$ cat config.mk
export PLATFORM = sky130hd
export DESIGN_NAME = srfc_soft_reset
export DESIGN_NICKNAME = d
export VERILOG_FILES = /design/src/verilog/srfc_pkg.sv /design/src/verilog/srfc_reset_hold.sv /design/src/verilog/srfc_soft_reset.sv
export SDC_FILE = /design/constraint.sdc
export NUM_CORES = 1
export LEC_CHECK = 0
export ABC_AREA = 1
export BUFFER_PORTS_ARGS = -buffer_cell sky130_fd_sc_hd__buf_2
export CORE_MARGIN = 3
export CORE_UTILIZATION = 30
export DETAILED_ROUTE_END_ITERATION = 7
export PLACE_DENSITY = 0.43
export SETUP_SLACK_MARGIN = 0.5
export SLEW_MARGIN = 20
export SYNTH_ARGS = -nofsm -noshare
export SYNTH_HDL_FRONTEND = slang
export SYNTH_SLANG_ARGS = --single-unit
$ cat constraint.sdc
create_clock -name sys_clk_in -period 4.3 [get_ports sys_clk_in]
set_input_delay 0 -clock sys_clk_in [delete_from_list [all_inputs] [get_ports sys_clk_in]]
set_output_delay 0 -clock sys_clk_in [all_outputs]
set_load 0.01 [all_outputs]
$ cat src/verilog/srfc_pkg.sv
`default_nettype none
package srfc_pkg;

  // Register word offsets (byte addresses)
  localparam logic [11:0] SRFC_ADDR_FREE_RUN   = 12'h09C;
  localparam logic [11:0] SRFC_ADDR_SOFT_RESET_CONTROL  = 12'h1F8;

  // Reset control field positions
  localparam int SRFC_BIT_CHIP_RST   = 0;
  localparam int SRFC_BIT_PORT1_RST  = 1;
  localparam int SRFC_BIT_PORT2_RST  = 2;
  localparam int SRFC_BIT_EMU_RST    = 3;
  localparam int SRFC_CTL_BITS       = 4;

  // Reset values
  localparam logic [31:0] SRFC_COUNT_RESET = 32'h0000_0000;
  localparam logic [31:0] SRFC_READ_ZERO   = 32'h0000_0000;
  localparam logic [15:0] SRFC_HALF_ZERO   = 16'h0000;

  // Clock and timing figures
  localparam int SRFC_SYS_CLK_MHZ     = 100;
  localparam int SRFC_COUNT_CLK_MHZ   = 25;
  localparam int SRFC_CLK_PERIOD_NS   = 10;
  localparam int SRFC_COUNT_DIV       = SRFC_SYS_CLK_MHZ / SRFC_COUNT_CLK_MHZ;
  localparam int SRFC_CLEAR_MAX_NS    = 160;
  localparam int SRFC_CLEAR_MAX_CYC   = SRFC_CLEAR_MAX_NS / SRFC_CLK_PERIOD_NS;
  localparam int SRFC_PORT_HOLD_NS    = 102000;
  localparam int SRFC_PORT_HOLD_CYC   = (SRFC_PORT_HOLD_NS + SRFC_CLK_PERIOD_NS - 1) / SRFC_CLK_PERIOD_NS;
  localparam int SRFC_EMU_HOLD_CYC    = 4;
  localparam int SRFC_CHIP_HOLD_CYC   = 8;

  // Hold sequencer states
  typedef enum logic [1:0] {
    SRFC_HOLD_IDLE = 2'b01,
    SRFC_HOLD_BUSY = 2'b10
  } srfc_hold_state_t;

endpackage
`default_nettype wire

$ cat src/verilog/srfc_reset_hold.sv
`timescale 1ns/1ps
`default_nettype none
module srfc_reset_hold #(
  parameter int HOLD_CYCLES = 4,
  parameter int CW          = 16
) (
  input  wire logic sys_clk_in,
  input  wire logic sys_rst_in,
  input  wire logic start_in,
  output logic      busy_out,
  output logic      release_out
);

  srfc_pkg::srfc_hold_state_t state_q;
  srfc_pkg::srfc_hold_state_t state_d;
  logic [CW-1:0]              cnt_q;
  logic [CW-1:0]              cnt_d;
  logic                       done;

  localparam logic [CW-1:0] LAST = CW'(HOLD_CYCLES - 1);
  localparam logic [CW-1:0] ZERO = '0;

  assign done = (state_q == srfc_pkg::SRFC_HOLD_BUSY) && (cnt_q == LAST);

  // Next state: start only from idle, release after the hold count
  always_comb begin
    state_d = state_q;
    cnt_d   = cnt_q;
    case (state_q)
      srfc_pkg::SRFC_HOLD_IDLE: begin
        cnt_d = ZERO;
        if (start_in) begin
          state_d = srfc_pkg::SRFC_HOLD_BUSY;
        end
      end
      srfc_pkg::SRFC_HOLD_BUSY: begin
        if (done) begin
          state_d = srfc_pkg::SRFC_HOLD_IDLE;
          cnt_d   = ZERO;
        end else begin
          cnt_d = cnt_q + CW'(1);
        end
      end
      default: begin
        state_d = srfc_pkg::SRFC_HOLD_IDLE;
        cnt_d   = ZERO;
      end
    endcase
  end

  // State and counter registers
  always_ff @(posedge sys_clk_in) begin
    if (sys_rst_in) begin
      state_q <= srfc_pkg::SRFC_HOLD_IDLE;
      cnt_q   <= ZERO;
    end else begin
      state_q <= state_d;
      cnt_q   <= cnt_d;
    end
  end

  assign busy_out    = (state_q == srfc_pkg::SRFC_HOLD_BUSY);
  assign release_out = done;

endmodule
`default_nettype wire

$ cat src/verilog/srfc_soft_reset.sv
`timescale 1ns/1ps
`default_nettype none
module srfc_soft_reset #(
  parameter int PORT_HOLD_CYCLES = srfc_pkg::SRFC_PORT_HOLD_CYC,
  parameter int EMU_HOLD_CYCLES  = srfc_pkg::SRFC_EMU_HOLD_CYC,
  parameter int CHIP_HOLD_CYCLES = srfc_pkg::SRFC_CHIP_HOLD_CYC,
  parameter int COUNT_WIDTH      = 32,
  parameter int HOLD_CW          = 16
) (
  input  wire logic        sys_clk_in,
  input  wire logic        sys_rst_in,
  input  wire logic        wr_en_in,
  input  wire logic [11:0] wr_addr_in,
  input  wire logic [31:0] wr_data_in,
  input  wire logic        rd_en_in,
  input  wire logic [11:0] rd_addr_in,
  input  wire logic        half_mode_in,
  input  wire logic        rd_upper_in,
  output logic [31:0]      rd_data_out,
  output logic             rd_valid_out,
  output logic             chip_reset_out,
  output logic             loader_abort_out,
  output logic             loader_reload_out,
  output logic             port1_reset_out,
  output logic             port2_reset_out,
  output logic             emu_reset_out
);

  // Address decode
  logic wr_ctl;
  logic rd_ctl;
  logic rd_cnt;
  assign wr_ctl = wr_en_in && (wr_addr_in == srfc_pkg::SRFC_ADDR_SOFT_RESET_CONTROL);
  assign rd_ctl = rd_en_in && (rd_addr_in == srfc_pkg::SRFC_ADDR_SOFT_RESET_CONTROL);
  assign rd_cnt = rd_en_in && (rd_addr_in == srfc_pkg::SRFC_ADDR_FREE_RUN);

  // Hold sequencer status
  logic chip_busy;
  logic chip_release;
  logic port1_busy;
  logic port2_busy;
  logic emu_busy;

  // Start requests: host write of one, bit idle; zero writes do nothing
  logic chip_start;
  logic port1_start;
  logic port2_start;
  logic emu_start;
  assign chip_start  = wr_ctl && wr_data_in[srfc_pkg::SRFC_BIT_CHIP_RST] && !chip_busy;
  assign port1_start = wr_ctl && wr_data_in[srfc_pkg::SRFC_BIT_PORT1_RST] && !port1_busy;
  assign port2_start = wr_ctl && wr_data_in[srfc_pkg::SRFC_BIT_PORT2_RST] && !port2_busy;
  assign emu_start   = wr_ctl && wr_data_in[srfc_pkg::SRFC_BIT_EMU_RST] && !emu_busy;

  // Whole-chip soft reset sequencer
  srfc_reset_hold #(
    .HOLD_CYCLES (CHIP_HOLD_CYCLES),
    .CW          (HOLD_CW)
  ) u_chip_hold (
    .sys_clk_in  (sys_clk_in),
    .sys_rst_in  (sys_rst_in),
    .start_in    (chip_start),
    .busy_out    (chip_busy),
    .release_out (chip_release)
  );

  // First port transceiver reset sequencer
  srfc_reset_hold #(
    .HOLD_CYCLES (PORT_HOLD_CYCLES),
    .CW          (HOLD_CW)
  ) u_port1_hold (
    .sys_clk_in  (sys_clk_in),
    .sys_rst_in  (sys_rst_in),
    .start_in    (port1_start),
    .busy_out    (port1_busy),
    .release_out ()
  );

  // Second port transceiver reset sequencer
  srfc_reset_hold #(
    .HOLD_CYCLES (PORT_HOLD_CYCLES),
    .CW          (HOLD_CW)
  ) u_port2_hold (
    .sys_clk_in  (sys_clk_in),
    .sys_rst_in  (sys_rst_in),
    .start_in    (port2_start),
    .busy_out    (port2_busy),
    .release_out ()
  );

  // Emulated transceiver reset sequencer
  srfc_reset_hold #(
    .HOLD_CYCLES (EMU_HOLD_CYCLES),
    .CW          (HOLD_CW)
  ) u_emu_hold (
    .sys_clk_in  (sys_clk_in),
    .sys_rst_in  (sys_rst_in),
    .start_in    (emu_start),
    .busy_out    (emu_busy),
    .release_out ()
  );

  // Reset outputs follow the sequencers; chip reset spares transceivers
  assign chip_reset_out   = chip_busy;
  assign loader_abort_out = chip_busy;
  assign port1_reset_out  = port1_busy;
  assign port2_reset_out  = port2_busy;
  assign emu_reset_out    = emu_busy;

  // Reload trigger in the first cycle the chip is out of reset
  logic reload_q;
  always_ff @(posedge sys_clk_in) begin
    if (sys_rst_in) begin
      reload_q <= 1'b0;
    end else begin
      reload_q <= chip_release;
    end
  end
  assign loader_reload_out = reload_q;

  // 25MHz enable from the 100MHz clock
  localparam int DIV_W = $clog2(srfc_pkg::SRFC_COUNT_DIV);
  localparam logic [DIV_W-1:0] DIV_LAST = DIV_W'(srfc_pkg::SRFC_COUNT_DIV - 1);
  localparam logic [DIV_W-1:0] DIV_ZERO = '0;
  logic [DIV_W-1:0] div_q;
  logic             tick;
  assign tick = (div_q == DIV_LAST);
  always_ff @(posedge sys_clk_in) begin
    if (sys_rst_in || chip_busy) begin
      div_q <= DIV_ZERO;
    end else if (tick) begin
      div_q <= DIV_ZERO;
    end else begin
      div_q <= div_q + DIV_W'(1);
    end
  end

  // Free-running counter; cleared by both resets, writes never reach it
  localparam logic [COUNT_WIDTH-1:0] CNT_ZERO = COUNT_WIDTH'(srfc_pkg::SRFC_COUNT_RESET);
  logic [COUNT_WIDTH-1:0] count_q;
  logic [COUNT_WIDTH-1:0] count_d;
  assign count_d = count_q + COUNT_WIDTH'(1);
  always_ff @(posedge sys_clk_in) begin
    if (sys_rst_in || chip_busy) begin
      count_q <= CNT_ZERO;
    end else if (tick) begin
      count_q <= count_d;
    end
  end

  // Read data selection; control readable at all times
  logic [31:0] ctl_word;
  logic [31:0] cnt_word;
  logic [31:0] full_word;
  logic [31:0] half_word;
  logic [31:0] rd_word;
  assign ctl_word = {28'h0000000, emu_busy, port2_busy, port1_busy, chip_busy};
  assign cnt_word = 32'(count_q);
  assign full_word = rd_ctl ? ctl_word : (rd_cnt ? cnt_word : srfc_pkg::SRFC_READ_ZERO);
  assign half_word = {srfc_pkg::SRFC_HALF_ZERO, rd_upper_in ? full_word[31:16] : full_word[15:0]};
  assign rd_word  = half_mode_in ? half_word : full_word;

  // Registered read answer
  always_ff @(posedge sys_clk_in) begin
    if (sys_rst_in) begin
      rd_data_out  <= srfc_pkg::SRFC_READ_ZERO;
      rd_valid_out <= 1'b0;
    end else begin
      rd_valid_out <= rd_en_in;
      if (rd_en_in) begin
        rd_data_out <= rd_word;
      end
    end
  end

  // Helper: clear bound after a chip reset, first-cycle guard
  localparam int CLR_MAX = srfc_pkg::SRFC_CLEAR_MAX_CYC;
  logic past_valid_q;
  always_ff @(posedge sys_clk_in) begin
    past_valid_q <= 1'b1;
  end

  // Helper: busy-cycle counter of first port reset
  logic [HOLD_CW-1:0] p1_len_q;
  always_ff @(posedge sys_clk_in) begin
    if (sys_rst_in || !port1_busy) begin
      p1_len_q <= '0;
    end else begin
      p1_len_q <= p1_len_q + HOLD_CW'(1);
    end
  end

  // Helper: busy-cycle counter of second port reset
  logic [HOLD_CW-1:0] p2_len_q;
  always_ff @(posedge sys_clk_in) begin
    if (sys_rst_in || !port2_busy) begin
      p2_len_q <= '0;
    end else begin
      p2_len_q <= p2_len_q + HOLD_CW'(1);
    end
  end

  a_count_step: assert property (@(posedge sys_clk_in) disable iff (sys_rst_in)
    (tick && !chip_busy && past_valid_q) |=> (count_q == $past(count_q) + COUNT_WIDTH'(1)) || chip_busy)
    else $error("free counter did not step on the 25MHz enable");

  a_count_still: assert property (@(posedge sys_clk_in) disable iff (sys_rst_in)
    (!tick && !chip_busy) |=> $stable(count_q) || chip_busy)
    else $error("free counter moved without the enable");

  a_count_wrap: assert property (@(posedge sys_clk_in) disable iff (sys_rst_in)
    (tick && !chip_busy && (count_q == '1)) |=> (count_q == CNT_ZERO) || chip_busy)
    else $error("free counter did not wrap to zero");

  a_count_clear: assert property (@(posedge sys_clk_in)
    sys_rst_in |=> (count_q == CNT_ZERO))
    else $error("free counter not cleared after reset");

  a_write_no_count: assert property (@(posedge sys_clk_in) disable iff (sys_rst_in)
    (wr_en_in && (wr_addr_in == srfc_pkg::SRFC_ADDR_FREE_RUN) && !tick && !chip_busy) |=> $stable(count_q))
    else $error("host write altered the free counter");

  a_emu_start: assert property (@(posedge sys_clk_in) disable iff (sys_rst_in)
    emu_start |=> emu_reset_out [*4] ##1 !emu_reset_out)
    else $error("emulated transceiver reset length wrong");

  a_port1_hold: assert property (@(posedge sys_clk_in) disable iff (sys_rst_in)
    $fell(port1_busy) |-> ($past(p1_len_q) == HOLD_CW'(PORT_HOLD_CYCLES - 1)))
    else $error("first port reset released early");

  a_port2_hold: assert property (@(posedge sys_clk_in) disable iff (sys_rst_in)
    $fell(port2_busy) |-> ($past(p2_len_q) == HOLD_CW'(PORT_HOLD_CYCLES - 1)))
    else $error("second port reset released early");

  a_write_ignored: assert property (@(posedge sys_clk_in) disable iff (sys_rst_in)
    (port1_busy && !u_port1_hold.done) |=> port1_busy)
    else $error("set reset bit disturbed by write");

  a_chip_spares: assert property (@(posedge sys_clk_in) disable iff (sys_rst_in)
    (chip_reset_out && !wr_ctl) |=> !$rose(port1_reset_out) && !$rose(port2_reset_out) && !$rose(emu_reset_out))
    else $error("chip reset touched transceivers");

  a_reload_after: assert property (@(posedge sys_clk_in) disable iff (sys_rst_in)
    $fell(chip_reset_out) |-> loader_reload_out && !$rose(port1_reset_out) && !$rose(emu_reset_out))
    else $error("no reload after chip reset");

  a_abort_during: assert property (@(posedge sys_clk_in) disable iff (sys_rst_in)
    chip_reset_out |-> loader_abort_out)
    else $error("loader not aborted during chip reset");

  a_ctl_readback: assert property (@(posedge sys_clk_in) disable iff (sys_rst_in)
    (rd_ctl && !half_mode_in) |=> (rd_data_out[srfc_pkg::SRFC_BIT_CHIP_RST] == $past(chip_busy)))
    else $error("chip reset bit readback wrong");

  a_read_reserved: assert property (@(posedge sys_clk_in) disable iff (sys_rst_in)
    (rd_ctl && !half_mode_in) |=> (rd_data_out[31:srfc_pkg::SRFC_CTL_BITS] == '0) && rd_valid_out)
    else $error("reserved control bits not zero");

  a_half_upper: assert property (@(posedge sys_clk_in) disable iff (sys_rst_in)
    (rd_cnt && half_mode_in && rd_upper_in && !tick) |=> (rd_data_out == {16'h0000, count_q[31:16]}))
    else $error("upper half read wrong");

  a_zero_write: assert property (@(posedge sys_clk_in) disable iff (sys_rst_in)
    (wr_ctl && (wr_data_in[3:0] == 4'h0) && !port2_busy) |=> !port2_busy)
    else $error("zero write started a reset");

  a_count_soon: assert property (@(posedge sys_clk_in) disable iff (sys_rst_in)
    $rose(chip_busy) |-> ##[1:CLR_MAX] (count_q == CNT_ZERO))
    else $error("free counter not cleared in time after chip reset");

  a_chip_clears: assert property (@(posedge sys_clk_in) disable iff (sys_rst_in)
    chip_busy |=> (count_q == CNT_ZERO))
    else $error("free counter not held at zero during chip reset");

  a_divider_restart: assert property (@(posedge sys_clk_in) disable iff (sys_rst_in)
    chip_busy |=> !tick)
    else $error("rate divider not restarted by chip reset");

  a_tick_spacing: assert property (@(posedge sys_clk_in) disable iff (sys_rst_in)
    tick |=> !tick [*3])
    else $error("counter enable came too soon");

  a_ctl_bits: assert property (@(posedge sys_clk_in) disable iff (sys_rst_in)
    (rd_ctl && !half_mode_in) |=>
      (rd_data_out[srfc_pkg::SRFC_BIT_EMU_RST] == $past(emu_reset_out)) &&
      (rd_data_out[srfc_pkg::SRFC_BIT_PORT2_RST] == $past(port2_reset_out)) &&
      (rd_data_out[srfc_pkg::SRFC_BIT_PORT1_RST] == $past(port1_reset_out)))
    else $error("reset bits do not follow the reset lines");

  a_port1_rise: assert property (@(posedge sys_clk_in) disable iff (sys_rst_in)
    port1_start |=> port1_reset_out)
    else $error("first port reset did not start");

  a_port2_rise: assert property (@(posedge sys_clk_in) disable iff (sys_rst_in)
    port2_start |=> port2_reset_out)
    else $error("second port reset did not start");

  a_chip_length: assert property (@(posedge sys_clk_in) disable iff (sys_rst_in)
    chip_start |=> chip_reset_out [*8] ##1 !chip_reset_out)
    else $error("chip reset length wrong");

  a_chip_ignored: assert property (@(posedge sys_clk_in) disable iff (sys_rst_in)
    (chip_busy && !chip_release) |=> chip_busy)
    else $error("chip reset bit cleared before release");

  a_reload_pulse: assert property (@(posedge sys_clk_in) disable iff (sys_rst_in)
    loader_reload_out |=> !loader_reload_out)
    else $error("reload trigger longer than one cycle");

  a_read_valid: assert property (@(posedge sys_clk_in) disable iff (sys_rst_in)
    rd_en_in |=> rd_valid_out)
    else $error("read not answered");

  a_valid_pulse: assert property (@(posedge sys_clk_in) disable iff (sys_rst_in)
    !rd_en_in |=> !rd_valid_out)
    else $error("read answer without a read");

  a_half_lower: assert property (@(posedge sys_clk_in) disable iff (sys_rst_in)
    (rd_ctl && half_mode_in && !rd_upper_in) |=> (rd_data_out[31:srfc_pkg::SRFC_CTL_BITS] == '0) &&
      (rd_data_out[srfc_pkg::SRFC_BIT_PORT1_RST] == $past(port1_reset_out)))
    else $error("lower half read wrong");

  a_unmapped_zero: assert property (@(posedge sys_clk_in) disable iff (sys_rst_in)
    (rd_en_in && !rd_ctl && !rd_cnt) |=> (rd_data_out == srfc_pkg::SRFC_READ_ZERO))
    else $error("unmapped read not zero");

  a_zero_emu: assert property (@(posedge sys_clk_in) disable iff (sys_rst_in)
    (wr_ctl && !wr_data_in[srfc_pkg::SRFC_BIT_EMU_RST] && !emu_busy) |=> !emu_busy)
    else $error("zero bit started emulated reset");

endmodule
`default_nettype wire

* After elaboration in Yosys (flattened, before gate mapping)
Cells that the tools add are included.
W data, S select, Z words.
** Storage, ports and cells
- Bits in registers :: 140
- Bits of input ports :: 62
- Word-level logic and storage cells :: 92
** Cells by class
- Add/subtract/negate cells :: 6
- Equal/unequal tests :: 24
- Mux-type cells :: 16
- Bitwise gates (word level) :: 4
- Reductions and logical operators :: 29
** Operator list (count)
- $mux W32 :: 3
- $add A16 B1 Y16 const B :: 4
- $add A32 B1 Y32 const B :: 1
- $eq A16 B14 Y1 const B :: 2
- $eq A12 B9 Y1 const B :: 2
- $eq A16 B2 Y1 const B :: 1
- $eq A16 B3 Y1 const B :: 1
- $mux W16 :: 1
- $mux W2 :: 8
- $pmux W2 S2 :: 4
- $logic_and A1 B1 Y1 :: 15
- $eq A12 B8 Y1 const B :: 1
- $reduce_or A3 Y1 :: 4
- $eq A2 B2 Y1 const B :: 5
- $eq A2 B1 Y1 const B :: 4
- $ne A2 B1 Y1 const B :: 4
- $ne A2 B2 Y1 const B :: 4
- $reduce_and A2 Y1 :: 4
- $logic_not A1 Y1 :: 4
- $not A1 Y1 :: 4
- $add A2 B1 Y2 const B :: 1
- $reduce_or A2 Y1 :: 1
- $logic_or A1 B1 Y1 :: 1

* Longest topological paths before layout
Gate-level depths: netlist of run 1.
- Word-level depth :: 6
- Gate-level depth with buffers :: 11
- Depth with buffers taken out :: 11

* Cells and area by module
A second synthesis of run 1 with hierarchy kept.
** Unflattened totals
- Cell total of the unflattened synthesis :: 1116
- Area total of the unflattened synthesis :: 7384.6 sq um
** Modules (own cells, without submodules)
- srfc_soft_reset :: times used 1, cells each 544, area each 3595.9 sq um, sequential area each 1361.3 sq um
- srfc_reset_hold (u_port1_hold ...) :: times used 2, cells each 145, area each 955.9 sq um, sequential area each 360.3 sq um
- srfc_reset_hold (u_emu_hold) :: times used 1, cells each 144, area each 957.2 sq um, sequential area each 360.3 sq um
- srfc_reset_hold (u_chip_hold) :: times used 1, cells each 138, area each 919.6 sq um, sequential area each 360.3 sq um

* Worst setup path before layout of run 1
Ideal clock, no wire load.
- Path type :: reg2reg
- Start :: reg div_q[0]
- End :: reg count_q[23], in the netlist cnt_word[23]
- Setup time :: 0.113 ns
- Data arrival time :: 1.334 ns
- Data required time :: 4.187 ns
- Slack :: 2.853 ns
- Cell stages (with the launch flop) :: 9
- Buffers on the path :: 0
- Period minus slack after synthesis :: 1.447 ns
- Cells stage by stage :: dfxtp_1 -> ha_1 -> inv_2 -> nor2_1 -> nand3_1 -> nor3_4 -> nand2_2 -> o21ai_1 -> nor2_1
** Between the ends
- Longest elaborated chain between the ends :: 1
** RTL lines
- start: declaration :: RTL line srfc_soft_reset.sv:124 : logic [DIV_W-1:0] div_q;
- start signal: assignment :: RTL line srfc_soft_reset.sv:133 : div_q <= div_q + DIV_W'(1);
- $eq A2 B2 Y1 :: RTL line srfc_soft_reset.sv:126 : assign tick = (div_q == DIV_LAST);
- end signal: assignment :: RTL line srfc_soft_reset.sv:146 : count_q <= count_d;
- end: declaration :: RTL line srfc_soft_reset.sv:139 : logic [COUNT_WIDTH-1:0] count_q;
No other way between the ends.
A chain may end at the register's enable or synchronous reset.

* Worst setup path in the final report of run 1
- Start :: reg div_q[0]
- End :: reg count_q[12], in the netlist cnt_word[12]
The elaborated chain is that of the path after synthesis.

==> flow_summary.json, run 1 <==
{
  "numCtsBuffers": 17,
  "cp_num_buf_inv": 1,
  "drtIter0Drc": 255,
  "cp.arrival_ns": 2.42,
  "post_cts_buffers": 0,
  "die-area_mm2": 0.0247,
  "vias": 6348,
  "hpwl_um": 13600,
  "hold_path_class": "input pin to register",
  "seq_area_frac_synth_pct": 40.8,
  "clk_latency_ns": 0.42,
  "diodes": 0,
  "stdcell_count": 1361,
  "synth_top_area_share_pct": 40.8,
  "slew_violations": 0,
  "syn_to_final_growth_pct": 18.6,
  "synthTopCellsByCount": "nand2_1 (204), dfxtp_1 (140), inv_1 (137), nor2_1 (128), nand3_1 (85)",
  "globalRouteMet2Util_pct": 24.5,
  "skew_ns": 0.00946,
  "worstPathRequired_ns": 4.58,
  "wl_per_cell_um": 13.7,
  "synthTopCellsByArea": "dfxtp_1 (41%), nand2_1 (11%), inv_1 (7.5%)",
  "wirelength_um": 18600,
  "route.detailed.drc": 0,
  "pin_count": 101,
  "grt_max_degree": 38,
  "die_x_um": 157,
  "drive_gt1_share_pct": 14.1,
  "gp_congestion": 0.815,
  "p_leak_nw": 3.10,
  "busiest_layer": "met2",
  "gr-usage-met1_pct": 21.4,
  "startpoint_type": "register",
  "use_met3_pct": 3.24,
  "syn_avg_cell_area_um2": 6.90,
  "ys_warn_count": 0,
  "ir_drop_mv": 0.200,
  "synth_area_mm2": 0.00686,
  "initial_core_util_pct": 31.0,
  "grt_pass1_wl_um": 30500,
  "clock.fmax_ghz": 0.466,
  "regArea_mm2": 0.00280,
  "placedCellCount": 1324,
  "slew_headroom_pct": 33.7,
  "crit_path_max_fanout": 15,
  "ys_types": 39,
  "dr.pass1.iters": 5,
  "clockRootBuffer": "clkbuf_16",
  "grt_overflow": 0,
  "worst_slew_pin_slew_ns": 0.991,
  "slowest_delay_ns": 0.56,
  "clkSlewWorstSetupHoldPaths_ns": 0.06,
  "fillers": 2433,
  "vias_per_cell": 4.66,
  "drv_cap": 0,
  "grt_usage_pct": 15.5,
  "netlist.top_cell.by_area": "dfxtp_1",
  "cts_tree": "yes",
  "cts_buffer_depth": 2,
  "h-tree-depth": 4,
  "grt_setup_unrepaired": "no",
  "setup_viol": 0,
  "die-height_um": 157,
  "async_reset_ff_share_pct": 0,
  "power_density_mw_per_mm2": 366,
  "grt_antenna_before_repair": 0,
  "grt_pass1_vias": 5854,
  "period_share_pct": 50.0,
  "worstSetupPathType": "register to register",
  "rows": 54,
  "hold_viol_final": 0,
  "syn_nets": 1063,
  "holdWs_ns": 0.0502,
  "portBuffers": 72,
  "ys_ff_latch": 140,
  "yosys_most_used_dff": "dfxtp_1",
  "coreArea_mm2": 0.0222,
  "path_cells": "ha_1, inv_2, nor3_2, nand2_1, nor2_1, nand2_1, nor3_1, nor3_1",
  "ant_nets": 0,
  "critical-path-slowest-cell": "ha_1",
  "path_delay_family": "simple AND/OR/NAND/NOR gates",
  "synthCells": 995,
  "synth-edff-count": 0,
  "yosysMostFrequentCell": "nand2_1",
  "fin_nets": 1136,
  "multi_input_area_mm2": 0.00340,
  "min_period_ns": 2.15,
  "end_kind": "register",
  "cts_sinks": 140,
  "setup_tns_ns": 0,
  "status": "finished, final reports clean"
}
routing by layer:
layer	share of wire [%]	routed length [um]	vias up
met2	45	8450	90
met3	3.2	592	9
met5	0	0	-
li1	-	-	3386
met4	0.92	172	0
met1	51	9420	2863
path summary, 6_finish.rpt:
| check | start | end | slack, ns | cells past startpoint |
|---|---|---|---|---|
| setup / recovery | div_q[0] | cnt_word[12] | 2.15 | 8 |
| setup reg to reg | div_q[0] | cnt_word[12] | 2.15 | 8 |
| hold reg to reg | div_q[0] | div_q[0] | 0.44 | 1 |
| hold / removal | wr_addr_in[2] | u_port1_hold.state_q[0] | 0.05 | 5 |
tightest hold or removal path: cells and delay by family:
kind	cells	cell delay, ns
and+or+nand+nor	3	0.26
AOI/OAI and AO/OA	1	0.08
buffers and inverters	1	0.08
placed cells by master, fill, tap and decap left out, drive strengths merged:
cell	instances
nand2	211
inv	147
nor2	144
dfxtp	140
nand3	86
buf	75
a21oi	73
nand4	48
nor3	43
clkbuf	18
o21ai	17
or2	12
nor4	10
nor3b	9
xor2	9
xnor2	6
ha	6
dlygate4sd3	5
a31oi	4
o211ai	3
bufinv	3
clkinvlp	3
clkinv	3
nand3b	2
o21bai	1
a211oi	1
and3	1
a21o	1
sequential cells by signal, summed over array words and instances (netlist names), 16 cells and up:
register / flops
cnt_word: 32
rd_data_out: 32
u_chip_hold.cnt_q: 16
u_emu_hold.cnt_q: 16
u_port1_hold.cnt_q: 16
u_port2_hold.cnt_q: 16
cell families (layout without fill, tap and decap cells):
| logic type | after synthesis | count (layout) | synth area share [%] |
|---|---|---|---|
| xor+xnor | 15 | 15 | 1.91 |
| buf+inv | 168 | 254 | 9.61 |
| compound gates | 100 | 100 | 7.58 |
| fa+ha+maj | 6 | 6 | 1.09 |
| flops | 140 | 140 | 40.8 |
| simple gates | 566 | 566 | 39.0 |
cell type report:
cell class	instances	share of cell area, %
Multi-Input combinational cell	687	41.8
Timing Repair Buffer	80	5.32
Clock inverter	14	2.24
Clock buffer	18	5.39
Tap cell	280	4.30
Sequential cell	140	34.4
Inverter	142	6.55
stage by stage:
step           utilization [%]  setup slack (ns)  instance area (um^2)  power (mW)
2_1_floorplan                -              2.85                  6860        1.40
3_3_place_gp              33.7              2.04                  7470        1.45
3_5_place_dp              33.7              2.08                  7470        1.45
4_1_cts                   36.7              2.12                  8140        3.03
5_1_grt                   36.7              1.87                  8140        3.09
6_report                  36.7              2.15                  8140        2.98
power breakdown:
part | internal [mW] | switching, mW
clock | 0.940 | 0.621
sequential | 1.31 | 0.00579
combinational | 0.0371 | 0.0681
what timing repair did:
item                                   in CTS  in global routing
hold buffers                                5                  0
endpoints found under the hold margin       8                  0
resized for setup                           0                  0
No activity file was read; power rests on OpenSTA's default activity.
==> inputs of run 2 (changes only) <==
Settings changed: PLACE_DENSITY 0.43 to 0.45.
Clock period 4.3 ns to 1.8 ns, I/O delays scaled along.
==> flow_summary.json, run 2 (synthesis gave the netlist of run 1 again) <==
{
  "status": "finished, violations left",
  "violations": "negative hold slack",
  "intPower_mw": 5.56,
  "end_kind": "register",
  "critical-path-slowest-cell": "dfxtp_2",
  "coreArea_mm2": 0.0222,
  "cts_buffer_depth": 2,
  "swShare_pct": 22.0,
  "rows": 54,
  "holdWs_ns": -0.00724,
  "portBuffers": 72,
  "power_density_mw_per_mm2": 714,
  "grt_pass1_wl_um": 32200,
  "stdcell_count": 1445,
  "clock.fmax_ghz": 0.683,
  "initial_core_util_pct": 31.0,
  "clkPwrFrac_pct": 51.8,
  "clk_latency_ns": 0.42,
  "dr.pass1.iters": 5,
  "wl_per_cell_um": 14.0,
  "min_period_ns": 1.46,
  "setup_tns_ns": 0,
  "clockRootBuffer": "clkbuf_16",
  "die-area_mm2": 0.0247,
  "worst_slew_pin_slew_ns": 0.714,
  "grt_pass1_vias": 6408,
  "slew_violations": 0,
  "die_x_um": 157,
  "grt_setup_unrepaired": "yes",
  "pin_count": 101,
  "slowest_delay_ns": 0.36,
  "crit_path_frequent_cell": "nor2_4",
  "fin_nets": 1221,
  "vias": 6880,
  "worstSetupPathType": "register to register",
  "dp_slack_ns": 0.212,
  "grt_overflow": 0,
  "hold_viol_final": 1,
  "cts_tree": "yes",
  "setup_viol": 0,
  "crit_start": "cnt_word[1]",
  "mostFrequentLayoutCells": "nand2_1 (176), inv_1 (126), dfxtp_1 (97)",
  "hold_path_class": "input pin to register",
  "ir_drop_mv": 0.578,
  "drtIter0Drc": 348,
  "slew_headroom_pct": 52.3,
  "worstPathRequired_ns": 2.11,
  "cp.arrival_ns": 1.77,
  "final_common_cell": "nand2_1",
  "p_leak_nw": 3.90,
  "diodes": 0,
  "hpwl_um": 13800,
  "syn_to_final_growth_pct": 45.3,
  "grt_antenna_before_repair": 0,
  "vias_per_cell": 4.76,
  "timing.final.ws_setup_ns": 0.335,
  "min-delay-start": "sys_rst_in",
  "grt_max_degree": 32,
  "gp_congestion": 0.788,
  "path_cells": "ha_4, inv_6, nor2_4, nand4_1, buf_4, nor2_4, buf_6, nand2_1, nand2_2, a21oi_2",
  "crit_path_max_fanout": 4,
  "cp_num_buf_inv": 3,
  "drv_cap": 0,
  "h-tree-depth": 4,
  "startpoint_type": "register",
  "switching_power_mw": 1.56,
  "grt_usage_pct": 16.3,
  "p_seq_share_pct": 43.9,
  "clkSlewWorstSetupHoldPaths_ns": 0.06,
  "cts_sinks": 140,
  "route.detailed.drc": 0,
  "path_delay_family": "simple AND/OR/NAND/NOR gates",
  "skew_ns": 0.0103,
  "p_comb_share_pct": 4.3,
  "die-height_um": 157,
  "wirelength_um": 20300,
  "placedCellCount": 1346,
  "ant_nets": 0,
  "drive_gt1_share_pct": 37.5,
  "numCtsBuffers": 17,
  "r2r_start": "cnt_word[1]",
  "period_share_pct": 81.4
}
[run 2: changes by cell type in the layout (fill, tap and decap cells not counted), sizes merged, moves of 2 or more]
cell,delta
nand3,+2
inv,-5
buf,+82
clkbuf,+4
[run 2: area by class of cell]
| cell class | instances | area [um^2] |
|---|---|---|
| Clock inverter | 9 | 135 |
| Fill cell | 2267 | 12200 |
| Tap cell | 280 | 350 |
| Inverter | 142 | 552 |
| Timing Repair Buffer | 163 | 1180 |
| Multi-Input combinational cell | 689 | 4390 |
| Sequential cell | 140 | 2880 |
| Clock buffer | 22 | 484 |
[run 2: worst paths after layout]
path / endpoint / depth (start not counted) / slack [ns]
worst min-delay path: u_emu_hold.cnt_q[12] / 4 / -0.007
worst max-delay path: cnt_word[30] / 10 / 0.34
worst max register to register: cnt_word[30] / 10 / 0.34
worst min register to register: div_q[0] / 1 / 0.43
[run 2: power groups by stage]
stage                     clock (mW)  sequential, mW  combinational (mW)
after global routing            3.92            3.13               0.344
final                           3.69            3.13               0.305
after CTS                       3.81            3.13               0.296
after floorplan                    0            3.22               0.138
after global placement             0            3.21               0.264
after detailed placement           0            3.21               0.263
[run 2: per-stage QoR]
stage / util, % / area, um^2 / power, mW
floorplan: - / 6980 / 3.35
detailed placement: 35.0 / 7760 / 3.47
global placement: 35.0 / 7760 / 3.48
global route: 45.0 / 9970 / 7.40
finish: 45.0 / 9970 / 7.12
CTS: 41.9 / 9280 / 7.24
[run 2: worst reg2reg max path, cell delays in order, from the launching register on]
cell and delay, ns:
dfxtp_2 0.36, ha_4 0.17, inv_6 0.05, nor2_4 0.09, nand4_1 0.08, buf_4 0.17
nor2_4 0.16, buf_6 0.12, nand2_1 0.05, nand2_2 0.06, a21oi_2 0.05
[run 2: what timing repair did]
action / 4_1_cts / 5_1_grt
gates cloned: 4 / 0
endpoints found under the setup margin: 87 / 112
hold buffers: 6 / 0
hold endpoints to repair: 11 / 0
pin swaps: 49 / 48
buffers inserted: 39 / 19
resized for setup: 128 / 154
[run 2: per-layer routing]
| metal | vias to the layer above | global-route usage [%] | wire, um |
|---|---|---|---|
| met3 | 13 | 3.41 | 703 |
| li1 | 3560 | - | - |
| met2 | 125 | 27.1 | 9460 |
| met5 | - | 0 | 0 |
| met1 | 3182 | 22.0 | 9900 |
| met4 | 0 | 3.31 | 196 |
